--- config.mk ---
export PLATFORM = sky130hd
export DESIGN_NAME = pss_top
export DESIGN_NICKNAME = d
export VERILOG_FILES = /design/src/verilog/pss_pkg.sv /design/src/verilog/pss_if.sv /design/src/verilog/pss_alu.sv /design/src/verilog/pss_next_addr.sv /design/src/verilog/pss_top.sv
export VERILOG_INCLUDE_DIRS = /design/src /design/src/verilog
export SDC_FILE = /design/constraint.sdc
export NUM_CORES = 1
export LEC_CHECK = 0
export ABC_AREA = 1
export BUFFER_PORTS_ARGS = -buffer_cell sky130_fd_sc_hd__clkbuf_2
export CAP_MARGIN = 20
export CORE_UTILIZATION = 49
export DETAILED_ROUTE_END_ITERATION = 7
export PLACE_DENSITY = 0.67
export SLEW_MARGIN = 15
export SYNTH_ARGS = -nofsm -noshare
export SYNTH_HDL_FRONTEND = slang
export SYNTH_SLANG_ARGS = --single-unit
--- constraint.sdc ---
create_clock -name clk -period 4.4 [get_ports clk]
set_input_delay 0.44 -clock clk [delete_from_list [all_inputs] [get_ports clk]]
set_output_delay 0.44 -clock clk [all_outputs]
set_load 0.01 [all_outputs]
--- src/verilog/pss_consts.svh ---
// opcode, address-field and constant values for the program sequencer
`ifndef PSS_CONSTS_SVH
`define PSS_CONSTS_SVH
// two top opcode bits selecting the single-byte transfers
`define PSS_TOP_CALL    2'h2
`define PSS_TOP_JUMP    2'h3
// single-byte look-ups carved out of the transfer ranges
`define PSS_OP_TLATCH   8'hBF
`define PSS_OP_IJUMP    8'hFF
// two-byte codes: long transfers by upper five opcode bits, memory look-up by full byte
`define PSS_OP_LJUMP    5'h0C
`define PSS_OP_LCALL    5'h0D
`define PSS_OP_TMEM     8'h23
// arithmetic
`define PSS_OP_ASC      8'h30
`define PSS_OP_COMPLEMENT_ADD_CARRY_SKIP     8'h10
`define PSS_OP_ADD_IMMEDIATE_SKIP     4'h5
`define PSS_OP_ADD      8'h31
`define PSS_OP_ADT      8'h4A
`define PSS_ADT_K       4'hA
// pointer, tests, returns, carry control
`define PSS_OP_LBI      5'h01
`define PSS_OP_XIS      8'h04
`define PSS_OP_XDS      8'h07
`define PSS_OP_RETURN_AND_SKIP    8'h49
`define PSS_OP_RET      8'h48
`define PSS_OP_SKC      8'h20
`define PSS_OP_SKT      8'h21
`define PSS_OP_SC       8'h22
`define PSS_OP_RC       8'h32
// address fields: page, subroutine pages, block, chapter
`define PSS_PAGE_LSB    6
`define PSS_SUB_LSB     7
`define PSS_BLK_LSB     8
`define PSS_CHAP_LSB    11
`define PSS_SUB_PAGES   1
`define PSS_NIB_MAX     4'hF
`define PSS_NIB_MIN     4'h0
`endif

--- src/verilog/pss_pkg.sv ---
// types shared by the program sequencer modules
`default_nettype none
package pss_pkg;
	// sequencer slot states, one-hot
	typedef enum logic [2:0] {
		ST_EXEC   = 3'h1,
		ST_SECOND = 3'h2,
		ST_LOOK   = 3'h4
	} pss_state_t;
	// decoded instruction classes
	typedef enum logic [4:0] {
		OC_NONE, OC_SJUMP, OC_SCALL, OC_TLATCH, OC_TMEM, OC_IJUMP, OC_LJUMP,
		OC_LCALL, OC_ASC, OC_COMPLEMENT_ADD_CARRY_SKIP, OC_ADD_IMMEDIATE_SKIP, OC_ADD, OC_ADT, OC_LBI, OC_XIS,
		OC_XDS, OC_RETURN_AND_SKIP, OC_RET, OC_SKC, OC_SKT, OC_SC, OC_RC
	} pss_class_t;
	// adder functions
	typedef enum logic [2:0] {
		ALU_PASS, ALU_ASC, ALU_COMPLEMENT_ADD_CARRY_SKIP, ALU_ADD_IMMEDIATE_SKIP, ALU_ADD, ALU_ADT
	} pss_alu_t;
endpackage
`default_nettype wire

--- src/verilog/pss_if.sv ---
// signal bundle between the sequencer and its address and adder helpers
`timescale 1ns/1ps
`default_nettype none
interface pss_if #(parameter int PCW = 12);
	import pss_pkg::*;
	logic [PCW-1:0] pc;       // address of the executing byte
	logic [7:0]     op;       // fetched byte
	logic [3:0]     acc;      // accumulator
	logic [3:0]     ram;      // ram nibble at pointer
	logic           carryIn;  // stored carry flag
	pss_alu_t       aluMode;  // adder function
	logic [PCW-1:0] pcInc;    // pre-incremented pc
	logic           inSub;    // pcInc lies in pages 2 and 3
	logic [PCW-1:0] sJump;    // short jump target
	logic [PCW-1:0] sCall;    // page-2 call target
	logic [PCW-1:0] lookAddr; // table word inside the block
	logic [PCW-9:0] lookHi;   // block of the word after the table word
	logic [3:0]     aluSum;   // four-bit sum
	logic           aluCarry; // carry out of the adder
	modport seq  (output pc, op, acc, ram, carryIn, aluMode,
		input pcInc, inSub, sJump, sCall, lookAddr, lookHi, aluSum, aluCarry);
	modport addr (input pc, op, acc, ram,
		output pcInc, inSub, sJump, sCall, lookAddr, lookHi);
	modport alu  (input acc, ram, op, carryIn, aluMode, output aluSum, aluCarry);
endinterface // pss_if
`default_nettype wire

--- src/verilog/pss_alu.sv ---
// four-bit adder for the skipping and plain additions
`timescale 1ns/1ps
`default_nettype none
`include "pss_consts.svh"
module pss_alu (
	pss_if.alu bus  // adder side of the bundle
);
	import pss_pkg::*;
	logic [4:0] sum5;
	// five-bit sum keeps the carry out apart from the stored flag
	always_comb begin
		sum5 = {1'b0, bus.acc};
		case (bus.aluMode)
			ALU_ASC:  sum5 = {1'b0, bus.acc} + {1'b0, bus.ram} + {4'h0, bus.carryIn};
			ALU_COMPLEMENT_ADD_CARRY_SKIP: sum5 = {1'b0, ~bus.acc} + {1'b0, bus.ram} + {4'h0, bus.carryIn};
			ALU_ADD_IMMEDIATE_SKIP: sum5 = {1'b0, bus.acc} + {1'b0, bus.op[3:0]};
			ALU_ADD:  sum5 = {1'b0, bus.acc} + {1'b0, bus.ram};
			ALU_ADT:  sum5 = {1'b0, bus.acc} + {1'b0, `PSS_ADT_K};
			default:  sum5 = {1'b0, bus.acc};
		endcase
	end
	assign bus.aluSum   = sum5[3:0];
	assign bus.aluCarry = sum5[4];
endmodule // pss_alu
`default_nettype wire

--- src/verilog/pss_next_addr.sv ---
// next-address arithmetic: increment, short targets, table addresses
`timescale 1ns/1ps
`default_nettype none
`include "pss_consts.svh"
module pss_next_addr #(parameter int PCW = 12) (
	pss_if.addr bus  // address side of the bundle
);
	import pss_pkg::*;
	logic [PCW-1:0] lookNext;
	// pc is always bumped first, so the short jump and table targets are built from pcInc
	assign bus.pcInc = bus.pc + PCW'(1);
	assign bus.inSub = (bus.pcInc[PCW-1:`PSS_SUB_LSB] == (PCW-`PSS_SUB_LSB)'(`PSS_SUB_PAGES));
	// short targets: six bits normally, seven inside pages 2 and 3
	always_comb begin
		bus.sJump = {bus.pcInc[PCW-1:`PSS_PAGE_LSB], bus.op[`PSS_PAGE_LSB-1:0]};
		if (bus.inSub) begin
			bus.sJump = {bus.pcInc[PCW-1:`PSS_SUB_LSB], bus.op[`PSS_SUB_LSB-1:0]};
		end
	end
	assign bus.sCall = {{(PCW-`PSS_BLK_LSB){1'b0}}, `PSS_TOP_CALL, bus.op[`PSS_PAGE_LSB-1:0]};
	assign bus.lookAddr = {bus.pcInc[PCW-1:`PSS_BLK_LSB], bus.acc, bus.ram};
	// table word is stepped past too
	assign lookNext = bus.lookAddr + PCW'(1);
	assign bus.lookHi = lookNext[PCW-1:`PSS_BLK_LSB];
endmodule // pss_next_addr
`default_nettype wire

--- src/verilog/pss_top.sv ---
// program sequencer: next address, look-ups, skip and carry handling
`timescale 1ns/1ps
`default_nettype none
`include "pss_consts.svh"
module pss_top #(parameter int PCW = 12) (
	input  wire logic           clk,      // core clock
	input  wire logic           arst_n,   // asynchronous reset, active low
	input  wire logic [7:0]     romData,  // program byte at romAddr
	input  wire logic [3:0]     accIn,    // accumulator value
	input  wire logic [3:0]     ramIn,    // ram nibble at pointer
	input  wire logic [3:0]     digitIn,  // pointer digit field
	input  wire logic [PCW-1:0] retAddr,  // top of return stack
	input  wire logic           testIn,   // core test condition
	output logic [PCW-1:0]      romAddr,  // program fetch address
	output logic [PCW-1:0]      pcOut,    // program counter
	output logic                nopSlot,  // forced nop cycle
	output logic                latchLoad, // output latch write
	output logic [7:0]          latchData, // output latch value
	output logic                memWrite, // acc and ram write
	output logic [7:0]          memData,  // ram high, acc low
	output logic                accWrite, // adder result write
	output logic [3:0]          accData,  // adder result
	output logic                digitWrite, // pointer digit write
	output logic [3:0]          digitData, // pointer digit value
	output logic                stackPush, // call push
	output logic [PCW-1:0]      stackAddr, // return address pushed
	output logic                stackPop, // return pop
	output logic                carryFlag, // stored carry
	output logic                skipFlag, // skip pending
	output pss_pkg::pss_state_t seqState  // slot state
);
	import pss_pkg::*;

	localparam int FARW = `PSS_CHAP_LSB - `PSS_BLK_LSB;

	// ------------------------------------------------------------
	// state record
	// ------------------------------------------------------------
	typedef struct packed {
		pss_state_t         st;
		logic [PCW-1:0]     pc;
		logic [PCW-1:0]     fetch;
		logic               skip;
		logic               carry;
		logic               nop;
		logic               isCall;
		logic               isMem;
		logic               isJump;
		logic [FARW-1:0]    farHi;
		logic [PCW-9:0]     jumpHi;
		logic [7:0]         latchData;
		logic               latchLoad;
		logic [7:0]         memData;
		logic               memWrite;
		logic [3:0]         accData;
		logic               accWrite;
		logic [3:0]         digitData;
		logic               digitWrite;
		logic [PCW-1:0]     pushAddr;
		logic               push;
		logic               pop;
		logic               nopSlot;
	} pss_regs_t;

	localparam pss_regs_t REG_RST = '{st: ST_EXEC, default: '0};

	pss_regs_t  state_r;
	pss_regs_t  state_nxt;
	pss_class_t cls;
	logic       go;

	pss_if #(.PCW(PCW)) bus ();

	// ------------------------------------------------------------
	// decode
	// ------------------------------------------------------------
	// carved-out codes are checked before the transfer ranges
	function automatic pss_class_t pssDecode(input logic [7:0] op);
		pss_class_t c;
		c = OC_NONE;
		if (op == `PSS_OP_TLATCH) begin
			c = OC_TLATCH;
		end else if (op == `PSS_OP_IJUMP) begin
			c = OC_IJUMP;
		end else if (op[7:6] == `PSS_TOP_CALL) begin
			c = OC_SCALL;
		end else if (op[7:6] == `PSS_TOP_JUMP) begin
			c = OC_SJUMP;
		end else if (op[7:3] == `PSS_OP_LJUMP) begin
			c = OC_LJUMP;
		end else if (op[7:3] == `PSS_OP_LCALL) begin
			c = OC_LCALL;
		end else if (op[7:4] == `PSS_OP_ADD_IMMEDIATE_SKIP) begin
			c = OC_ADD_IMMEDIATE_SKIP;
		end else if (op[7:3] == `PSS_OP_LBI) begin
			c = OC_LBI;
		end else begin
			case (op)
				`PSS_OP_TMEM:  c = OC_TMEM;
				`PSS_OP_ASC:   c = OC_ASC;
				`PSS_OP_COMPLEMENT_ADD_CARRY_SKIP:  c = OC_COMPLEMENT_ADD_CARRY_SKIP;
				`PSS_OP_ADD:   c = OC_ADD;
				`PSS_OP_ADT:   c = OC_ADT;
				`PSS_OP_XIS:   c = OC_XIS;
				`PSS_OP_XDS:   c = OC_XDS;
				`PSS_OP_RETURN_AND_SKIP: c = OC_RETURN_AND_SKIP;
				`PSS_OP_RET:   c = OC_RET;
				`PSS_OP_SKC:   c = OC_SKC;
				`PSS_OP_SKT:   c = OC_SKT;
				`PSS_OP_SC:    c = OC_SC;
				`PSS_OP_RC:    c = OC_RC;
				default:       c = OC_NONE;
			endcase
		end
		return c;
	endfunction

	// byte count decides how many nop cycles a skip costs
	function automatic logic twoByte(input pss_class_t c);
		return (c == OC_TMEM) || (c == OC_LJUMP) || (c == OC_LCALL);
	endfunction

	assign cls = pssDecode(romData);
	assign go  = (state_r.st == ST_EXEC) && !state_r.skip;

	// ------------------------------------------------------------
	// helpers
	// ------------------------------------------------------------
	assign bus.pc      = state_r.pc;
	assign bus.op      = romData;
	assign bus.acc     = accIn;
	assign bus.ram     = ramIn;
	assign bus.carryIn = state_r.carry;
	// adder function follows the opcode class
	always_comb begin
		case (cls)
			OC_ASC:  bus.aluMode = ALU_ASC;
			OC_COMPLEMENT_ADD_CARRY_SKIP: bus.aluMode = ALU_COMPLEMENT_ADD_CARRY_SKIP;
			OC_ADD_IMMEDIATE_SKIP: bus.aluMode = ALU_ADD_IMMEDIATE_SKIP;
			OC_ADD:  bus.aluMode = ALU_ADD;
			OC_ADT:  bus.aluMode = ALU_ADT;
			default: bus.aluMode = ALU_PASS;
		endcase
	end

	pss_next_addr #(.PCW(PCW)) u_addr (
		.bus (bus.addr)
	);

	pss_alu u_alu (
		.bus (bus.alu)
	);

	// ------------------------------------------------------------
	// next state
	// ------------------------------------------------------------
	always_comb begin
		state_nxt            = state_r;
		state_nxt.latchLoad  = 1'b0;
		state_nxt.memWrite   = 1'b0;
		state_nxt.accWrite   = 1'b0;
		state_nxt.digitWrite = 1'b0;
		state_nxt.push       = 1'b0;
		state_nxt.pop        = 1'b0;
		state_nxt.nopSlot    = 1'b0;
		case (state_r.st)
			ST_EXEC: begin
				state_nxt.pc    = bus.pcInc;
				state_nxt.fetch = bus.pcInc;
				if (state_r.skip) begin
					state_nxt.nopSlot = 1'b1;
					state_nxt.skip = (cls == OC_LBI);
					if (twoByte(cls)) begin
						state_nxt.st  = ST_SECOND;
						state_nxt.nop = 1'b1;
					end
				end else begin
					state_nxt.skip = 1'b0;
					case (cls)
						OC_SJUMP: begin
							state_nxt.pc    = bus.sJump;
							state_nxt.fetch = bus.sJump;
						end
						OC_SCALL: begin
							// call range jumps in subroutine pages
							if (bus.inSub) begin
								state_nxt.pc    = bus.sJump;
								state_nxt.fetch = bus.sJump;
							end else begin
								state_nxt.push     = 1'b1;
								state_nxt.pushAddr = bus.pcInc;
								state_nxt.pc       = bus.sCall;
								state_nxt.fetch    = bus.sCall;
							end
						end
						OC_TLATCH, OC_IJUMP: begin
							state_nxt.fetch  = bus.lookAddr;
							state_nxt.jumpHi = bus.lookHi;
							state_nxt.isJump = (cls == OC_IJUMP);
							state_nxt.isMem  = 1'b0;
							state_nxt.st     = ST_LOOK;
						end
						OC_TMEM: begin
							state_nxt.isMem  = 1'b1;
							state_nxt.isJump = 1'b0;
							state_nxt.nop    = 1'b0;
							state_nxt.st     = ST_SECOND;
						end
						OC_LJUMP, OC_LCALL: begin
							state_nxt.farHi  = romData[FARW-1:0];
							state_nxt.isCall = (cls == OC_LCALL);
							state_nxt.isMem  = 1'b0;
							state_nxt.nop    = 1'b0;
							state_nxt.st     = ST_SECOND;
						end
						OC_ASC, OC_COMPLEMENT_ADD_CARRY_SKIP: begin
							state_nxt.accData  = bus.aluSum;
							state_nxt.accWrite = 1'b1;
							state_nxt.carry    = bus.aluCarry;
							state_nxt.skip     = bus.aluCarry;
						end
						OC_ADD_IMMEDIATE_SKIP: begin
							state_nxt.accData  = bus.aluSum;
							state_nxt.accWrite = 1'b1;
							state_nxt.skip     = bus.aluCarry;
						end
						OC_ADD, OC_ADT: begin
							state_nxt.accData  = bus.aluSum;
							state_nxt.accWrite = 1'b1;
						end
						OC_LBI: begin
							state_nxt.digitData  = {1'b0, romData[2:0]};
							state_nxt.digitWrite = 1'b1;
							state_nxt.skip       = 1'b1;
						end
						OC_XIS: begin
							state_nxt.digitData  = digitIn + 4'h1;
							state_nxt.digitWrite = 1'b1;
							state_nxt.skip       = (digitIn == `PSS_NIB_MAX);
						end
						OC_XDS: begin
							state_nxt.digitData  = digitIn - 4'h1;
							state_nxt.digitWrite = 1'b1;
							state_nxt.skip       = (digitIn == `PSS_NIB_MIN);
						end
						OC_RETURN_AND_SKIP, OC_RET: begin
							state_nxt.pop   = 1'b1;
							state_nxt.pc    = retAddr;
							state_nxt.fetch = retAddr;
							state_nxt.skip  = (cls == OC_RETURN_AND_SKIP);
						end
						OC_SKC: state_nxt.skip = state_r.carry;
						OC_SKT: state_nxt.skip = testIn;
						OC_SC:  state_nxt.carry = 1'b1;
						OC_RC:  state_nxt.carry = 1'b0;
						default: state_nxt.skip = 1'b0;
					endcase
				end
			end
			ST_SECOND: begin
				// second byte sits at pc, already past the first
				state_nxt.pc      = bus.pcInc;
				state_nxt.fetch   = bus.pcInc;
				state_nxt.st      = ST_EXEC;
				state_nxt.nop     = 1'b0;
				state_nxt.nopSlot = state_r.nop;
				if (!state_r.nop) begin
					if (state_r.isMem) begin
						// address from pc past both bytes
						state_nxt.fetch = bus.lookAddr;
						state_nxt.st    = ST_LOOK;
					end else begin
						state_nxt.pc = {bus.pcInc[PCW-1:`PSS_CHAP_LSB], state_r.farHi, romData};
						state_nxt.fetch = state_nxt.pc;
						if (state_r.isCall) begin
							state_nxt.push     = 1'b1;
							state_nxt.pushAddr = bus.pcInc;
						end
					end
				end
			end
			ST_LOOK: begin
				// look-up cycle returns fetch to the saved pc, except for the indirect jump
				state_nxt.st    = ST_EXEC;
				state_nxt.fetch = state_r.pc;
				if (state_r.isJump) begin
					// block of the stepped table word
					state_nxt.pc    = {state_r.jumpHi, romData};
					state_nxt.fetch = {state_r.jumpHi, romData};
				end else if (state_r.isMem) begin
					state_nxt.memData  = romData;
					state_nxt.memWrite = 1'b1;
				end else begin
					state_nxt.latchData = romData;
					state_nxt.latchLoad = 1'b1;
				end
			end
			default: state_nxt = REG_RST;
		endcase
	end

	// ------------------------------------------------------------
	// register
	// ------------------------------------------------------------
	always_ff @(posedge clk or negedge arst_n) begin
		if (!arst_n) begin
			state_r <= REG_RST;
		end else begin
			state_r <= state_nxt;
		end
	end

	// outputs straight from the state record
	assign romAddr    = state_r.fetch;
	assign pcOut      = state_r.pc;
	assign nopSlot    = state_r.nopSlot;
	assign latchLoad  = state_r.latchLoad;
	assign latchData  = state_r.latchData;
	assign memWrite   = state_r.memWrite;
	assign memData    = state_r.memData;
	assign accWrite   = state_r.accWrite;
	assign accData    = state_r.accData;
	assign digitWrite = state_r.digitWrite;
	assign digitData  = state_r.digitData;
	assign stackPush  = state_r.push;
	assign stackAddr  = state_r.pushAddr;
	assign stackPop   = state_r.pop;
	assign carryFlag  = state_r.carry;
	assign skipFlag   = state_r.skip;
	assign seqState   = state_r.st;

	// ------------------------------------------------------------
	// checks
	// ------------------------------------------------------------
	a_call_page2: assert property (@(posedge clk) disable iff (!arst_n)
		go && cls == OC_SCALL && !bus.inSub |=> stackPush &&
		pcOut == {{(PCW-`PSS_BLK_LSB){1'b0}}, `PSS_TOP_CALL, $past(romData[`PSS_PAGE_LSB-1:0])})
		else $error("page-2 call target wrong");
	a_bf_latch: assert property (@(posedge clk) disable iff (!arst_n)
		go && romData == `PSS_OP_TLATCH |=> !stackPush ##1 latchLoad)
		else $error("BF not a latch look-up");
	a_sub_nocall: assert property (@(posedge clk) disable iff (!arst_n)
		go && cls == OC_SCALL && bus.inSub |=> !stackPush)
		else $error("call in subroutine pages pushed");
	a_short_page: assert property (@(posedge clk) disable iff (!arst_n)
		go && cls == OC_SJUMP && !bus.inSub |=>
		pcOut == {$past(bus.pcInc[PCW-1:6]), $past(romData[5:0])})
		else $error("short jump left its page");
	a_short_sub: assert property (@(posedge clk) disable iff (!arst_n)
		go && cls == OC_SJUMP && bus.inSub |=> pcOut[6:0] == $past(romData[6:0]))
		else $error("short jump range in pages 2-3");
	a_look_addr: assert property (@(posedge clk) disable iff (!arst_n)
		go && cls == OC_TLATCH |=> romAddr == {$past(bus.pcInc[PCW-1:8]),
		$past(accIn), $past(ramIn)})
		else $error("look-up address wrong");
	a_ind_cycles: assert property (@(posedge clk) disable iff (!arst_n)
		go && cls == OC_IJUMP |=> seqState == ST_LOOK ##1 seqState == ST_EXEC)
		else $error("indirect jump cycle count");
	a_skip_nop: assert property (@(posedge clk) disable iff (!arst_n)
		state_r.st == ST_EXEC && state_r.skip |=> nopSlot && !accWrite && !stackPush)
		else $error("skipped slot had effects");
	a_carry_kept: assert property (@(posedge clk) disable iff (!arst_n)
		go && (cls == OC_ADD || cls == OC_ADT || cls == OC_ADD_IMMEDIATE_SKIP) |=> $stable(carryFlag))
		else $error("add changed carry flag");
	a_skc_flag: assert property (@(posedge clk) disable iff (!arst_n)
		go && cls == OC_SKC |=> skipFlag == $past(carryFlag))
		else $error("carry test used wrong source");
	a_asc_carry: assert property (@(posedge clk) disable iff (!arst_n)
		go && cls == OC_ASC |=> carryFlag == $past(bus.aluCarry) &&
		skipFlag == $past(bus.aluCarry))
		else $error("carry add skip or flag wrong");
	a_return_and_skip_skip: assert property (@(posedge clk) disable iff (!arst_n)
		go && cls == OC_RETURN_AND_SKIP |=> skipFlag && stackPop && pcOut == $past(retAddr))
		else $error("return-and-skip wrong");
endmodule // pss_top
`default_nettype wire
# Word-level counts from Yosys, hierarchy flattened
# Index checks and enable logic that the tools add are counted.
totals:
  reg_bits: 83
  latch_bits: 0
  ramBits: 0
  romBits: 0
  in_bits: 35
  n_memories: 0
op_classes:
  add_sub_neg: 10
  mul: 0
  div_mod_pow: 0
  order_cmp: 0
  eq_ne: 72
  n_shift: 0
  mux: 59
  bitwise_logic: 4
  reduce_logical: 25
ops:
  columns: ["cell", "count"]
  rows:
  - ["two-way mux 24 bit", 4]
  - ["one-hot mux 27 bit (3 select lines)", 1]
  - ["two-way mux 13 bit", 5]
  - ["one-hot mux 5 bit (13 select lines)", 1]
  - ["equality test 8 x 6 -> 1 bit (second input constant)", 7]
  - ["equality test 5 x 4 -> 1 bit (second input constant)", 10]
  - ["one-hot mux 12 bit (4 select lines)", 1]
  - ["two-way mux 5 bit", 9]
  - ["one-hot mux 10 bit (2 select lines)", 2]
  - ["one-hot mux 13 bit (3 select lines)", 1]
  - ["one-hot mux 12 bit (3 select lines)", 1]
  - ["one-hot mux 18 bit (2 select lines)", 1]
  - ["equality test 5 bit (second input constant)", 6]
  - ["AND reduction 3 bit", 10]
  - ["two-way mux 27 bit", 1]
  - ["one-hot mux 5 bit (5 select lines)", 1]
  - ["adder 12 x 1 -> 12 bit (second input constant)", 2]
  - ["equality test 8 x 7 -> 1 bit (second input constant)", 3]
  - ["two-way mux 11 bit", 2]
  - ["equality test 5 x 3 -> 1 bit (second input constant)", 4]
  - ["inequality test 2 bit (second input constant)", 10]
  - ["two-way mux 18 bit", 1]
  - ["two-way mux 9 bit", 2]
  - ["equality test 8 x 3 -> 1 bit (second input constant)", 2]
  - ["other kinds (43)", 83]

# Longest topological paths before layout
logic_depth:
  depth_word: 17
  mapped_depth: 19

# Hierarchy
# Synthesis repeated with hierarchy kept, for this count alone.
unflattened:
  cells_unflattened: 1118
  hier_area_um2: 7474.7
modules_own_cells:
  columns: ["module", "n_inst", "cells_per_inst", "area_per_inst_um2", "seq_area_each_um2"]
  rows:
  - ["pss_top", 1, 860, 5906.9, 2078.2]
  - ["pss_alu", 1, 145, 844.6, 0.0]
  - ["pss_next_addr", 1, 113, 723.2, 0.0]

# Worst setup path after synthesis
# Ideal clock, no wire load.
synth_timing:
  path_type: "input-to-reg"
  start: "input port accIn[0]"
  end: "register state_r (netlist bit accData[3])"
  setup_ns: 0.122
  arrival_ns: 2.085
  required_time_ns: 4.278
  path_slack_ns: 2.193
  path_stages: 8
  n_path_buf: 0
  path_cell_list: "ha_1 > fa_1 > xnor2_1 > nand3_1 > or2_2 > nand3_1 > nand4_1 > a32o_1"
synth_via:
  elab_chain_cells: 7
synth_lines:
  columns: ["item", "line", "source"]
  rows:
  - ["start: declaration", "pss_top.sv:9", "input wire logic [3:0] accIn,"]
  - ["inverter 4 bit", "pss_alu.sv:15", "ALU_COMPLEMENT_ADD_CARRY_SKIP: sum5 = {1'b0, ~bus.acc} + {1'b0, bus.ram} + {4'h0, bus.carryIn};"]
  - ["adder 4 x 4 -> 5 bit", "pss_alu.sv:15", null]
  - ["adder 5 x 1 -> 5 bit", "pss_alu.sv:15", null]
  - ["one-hot mux 5 bit (5 select lines) (*)", "pss_alu.sv:13", "case (bus.aluMode)"]
  - ["two-way mux 5 bit (*)", "pss_top.sv:179", "case (cls)"]
  - ["two-way mux 24 bit (*)", "pss_top.sv:170", "if (state_r.skip) begin"]
  - ["one-hot mux 10 bit (2 select lines) (*)", "pss_top.sv:166", "case (state_r.st)"]
  - ["end signal: assignment", "pss_top.sv:309", "state_r <= state_nxt;"]
  - ["end: declaration", "pss_top.sv:67", "pss_regs_t state_r;"]
# Every way passes the cells marked *; elsewhere a longest branch is shown, timed or not. The select of a mux whose other input is x is not followed.
# A chain may end at the register's enable or synchronous reset.

==> results.json <==
{
  "syn_nets": 952,
  "synth_seq_cells": 83,
  "cp.buffers_inverters": 1,
  "cts_setup_buffers": 0,
  "path_class": "reg -> reg",
  "finClkSkew_ps": 12.7,
  "synth.area.top_cells": "dfrtp_1 (32%), nand2_1 (14%), buf_4 (7.7%)",
  "setup-tns-final_ps": 0,
  "cp_top_family": "simple AND/OR/NAND/NOR gates",
  "fin_crit_ps": 2880,
  "power_frac_clock_pct": 24.5,
  "cts_buffers": 9,
  "end_kind": "flop",
  "swShare_pct": 44.9,
  "cts_max_path_buffers": 2,
  "intPower_mw": 1.80,
  "die-area_mm2": 0.0134,
  "grt_pass1_vias": 5908,
  "cts_hold_buf": 0,
  "cpMostUsedCell": "nand2_1",
  "syn2layout_area_growth_pct": 8.47,
  "vias": 6167,
  "drt_first_pass_iters": 5,
  "synthMuxAreaShare_pct": 0.158,
  "netlist_area_mm2": 0.00635,
  "core_area_mm2": 0.0126,
  "slowest_stage": "xor2_1",
  "worstMarginPinSlew_ps": 741,
  "groute.usage.overall_pct": 31.1,
  "htreeDepth": 3,
  "ys_seq_area_share_pct": 32.7,
  "holdWs_ps": 95.2,
  "die_x_um": 116,
  "drive_above_1_share_pct": 19.4,
  "gp_congestion": 1.03,
  "postRouteWirelength_um": 19500,
  "overflow": 0,
  "slew_viol_final": 0,
  "grt_pass1_wl_um": 31300,
  "rsz0062_at_grt": "false",
  "setup_viol": 0,
  "drv_cap": 0,
  "clock_sinks": 83,
  "worstHoldPathType": "in -> async",
  "utilization_pct": 54.6,
  "synthArstFlopShare_pct": 100,
  "crit_chain": "inv_1 > nor2_1 > nand2_1 > xor2_1 > nor2_1 > nand3b_1 > o21ai_0 > a21boi_0 > nand3_1 > nand2_1 > nand2_1",
  "dp_hpwl_um": 15100,
  "cp_max_fo": 9,
  "synth_area_leader_cell": "dfrtp_1",
  "ant_nets": 0,
  "netlist.area_leader.share_pct": 32.3,
  "min_period_over_period_pct": 65.5,
  "synth_edf_count": 0,
  "synth_compound_area_share_pct": 15.0,
  "drc_errors": 0,
  "rows": 41,
  "synth_top_family_by_area": "simple AND/OR/NAND/NOR gates",
  "routed_via_density": 5.53,
  "port_buffers": 106,
  "required_ps": 4620,
  "nNetsFinal": 996,
  "clkLatencyLatePin_ps": 350,
  "synth_ff_type": "dfrtp_1",
  "comb_power_share_pct": 42.7,
  "cts_tree": "built",
  "cpPeakStageDelay_ps": 600,
  "ys_types": 53,
  "routedWlPerCell_um": 17.5,
  "n_antenna_cell": 0,
  "grt_antenna_before_repair": 0,
  "die_y_um": 116,
  "critPathLaunchType": "flop",
  "max_freq_ghz": 0.347,
  "vdd_drop_max_v": 0.000239,
  "start_util_pct": 50.3,
  "root_buffer": "clkbuf_16",
  "relSlewSlack_pct": 50.5,
  "postSynthAreaPerCell_um2": 7.10,
  "leakage_nw": 3.70,
  "cp_data_arrival_time_ps": 3100,
  "path_clk_slew_ps": 80,
  "synth_cells": 894,
  "finalHoldViolations": 0,
  "yosysWarningCount": 0,
  "synth_fa_ha_area_share_pct": 5.12,
  "yosysMostFrequentCell": "nand2_1",
  "status": "finished, final reports clean",
  "drt_iter0_drc": 613,
  "grt_max_degree": 48,
  "powerDensity_mw_per_mm2": 474,
  "seq_power_share_pct": 32.8,
  "io_pins": 107,
  "synth-simple-area-share_pct": 29.5,
  "synth_xor_xnor_area_share_pct": 1.65,
  "ys_top_cells_by_count": "nand2_1 (233), inv_1 (97), dfrtp_1 (82)",
  "cts_resized": 0,
  "netSwitchingPower_mw": 1.47
}
## area by class of cell
type | count | area (µm²)
Sequential cell | 83 | 2080
Tap cell | 172 | 215
Multi-Input combinational cell | 616 | 3270
Inverter | 116 | 438
Timing Repair Buffer | 112 | 578
Fill cell | 1334 | 5730
Clock buffer | 10 | 239
Clock inverter | 6 | 70.1
## power by group through the flow
stage	logic [mW]	clock network, mW	registers [mW]
final	1.39	0.799	1.07
after global routing	1.54	0.842	1.09
after floorplan	1.09	0	1.03
after detailed placement	1.36	0	1.08
after global placement	1.36	0	1.08
after CTS	1.37	0.809	1.07
## routing by layer
layer  track usage [%]  routed length, µm  vias up
met3              6.12               1730       53
li1                  -                  -     2966
met5              1.48                  0        -
met1              41.8               8320     2814
met4              14.9                762        0
met2              47.9               8740      334
## sequential cells by signal, summed over array words and instances (netlist names)
| signal | flops |
|---|---|
| accData | 4 |
| accWrite | 1 |
| carryFlag | 1 |
| digitData | 4 |
| digitWrite | 1 |
| latchData | 8 |
| latchLoad | 1 |
| memData | 8 |
| memWrite | 1 |
| nopSlot | 1 |
| pcOut | 12 |
| romAddr | 12 |
| seqState | 3 |
| skipFlag | 1 |
| stackAddr | 12 |
| stackPop | 1 |
| stackPush | 1 |
| state_r | 11 |
## worst paths after layout
| kind | start | to | depth (start not counted) | slack (ps) |
|---|---|---|---|---|
| max | pcOut[0] | romAddr[6] | 11 | 1520 |
| min | arst_n | digitData[3] | 1 | 100 |
| max reg2reg | pcOut[0] | romAddr[6] | 11 | 1520 |
| min reg2reg | stackAddr[2] | stackAddr[2] | 2 | 480 |
| max in group asynchronous | arst_n | romAddr[11] | 2 | 3370 |
| min in group clk | retAddr[11] | romAddr[11] | 5 | 450 |
## worst register-to-register path: stages, from the launching register on
cell,delay (ps)
dfrtp_1,560
inv_1,180
nor2_1,240
nand2_1,100
xor2_1,600
nor2_1,110
nand3b_1,240
o21ai_0,110
a21boi_0,360
nand3_1,130
nand2_1,80
nand2_1,70
## kinds of logic after synthesis
logic type / after synthesis
XOR/XNOR: 12
buffers and inverters: 195
adder cells (fa/ha/maj): 23
flip-flops: 83
AND/OR/NAND/NOR: 427
multiplexers: 1
AO/OA/AOI/OAI: 153
## stage by stage
stage | worst slack (ps) | power [mW] | instances | area [µm²]
6_report | 1520 | 3.26 | 1115 | 6890
3_3_place_gp | 1560 | 2.44 | 1099 | 6580
5_1_grt | 1230 | 3.47 | 1115 | 6890
4_1_cts | 1650 | 3.24 | 1115 | 6890
3_5_place_dp | 1570 | 2.44 | 1099 | 6580
2_1_floorplan | 2190 | 2.12 | 894 | 6350
## cells in the final DEF (no fill, tap or decap), types with 6 or more instances in the layout
cell,netlist,final
buf_4,65,7
a21oi_1,30,30
nand2_2,13,13
ha_1,18,18
xor2_1,11,11
nor2_2,6,6
nor2_1,77,77
o22ai_1,25,25
clkbuf_16,0,9
nand4_1,15,15
clkbuf_2,0,105
nand2_1,233,233
o21ai_0,48,48
inv_1,97,97
nand3_1,60,60
inv_2,15,15
dfrtp_1,82,82
a221oi_1,6,6
No activity file was read; power rests on OpenSTA's default activity.
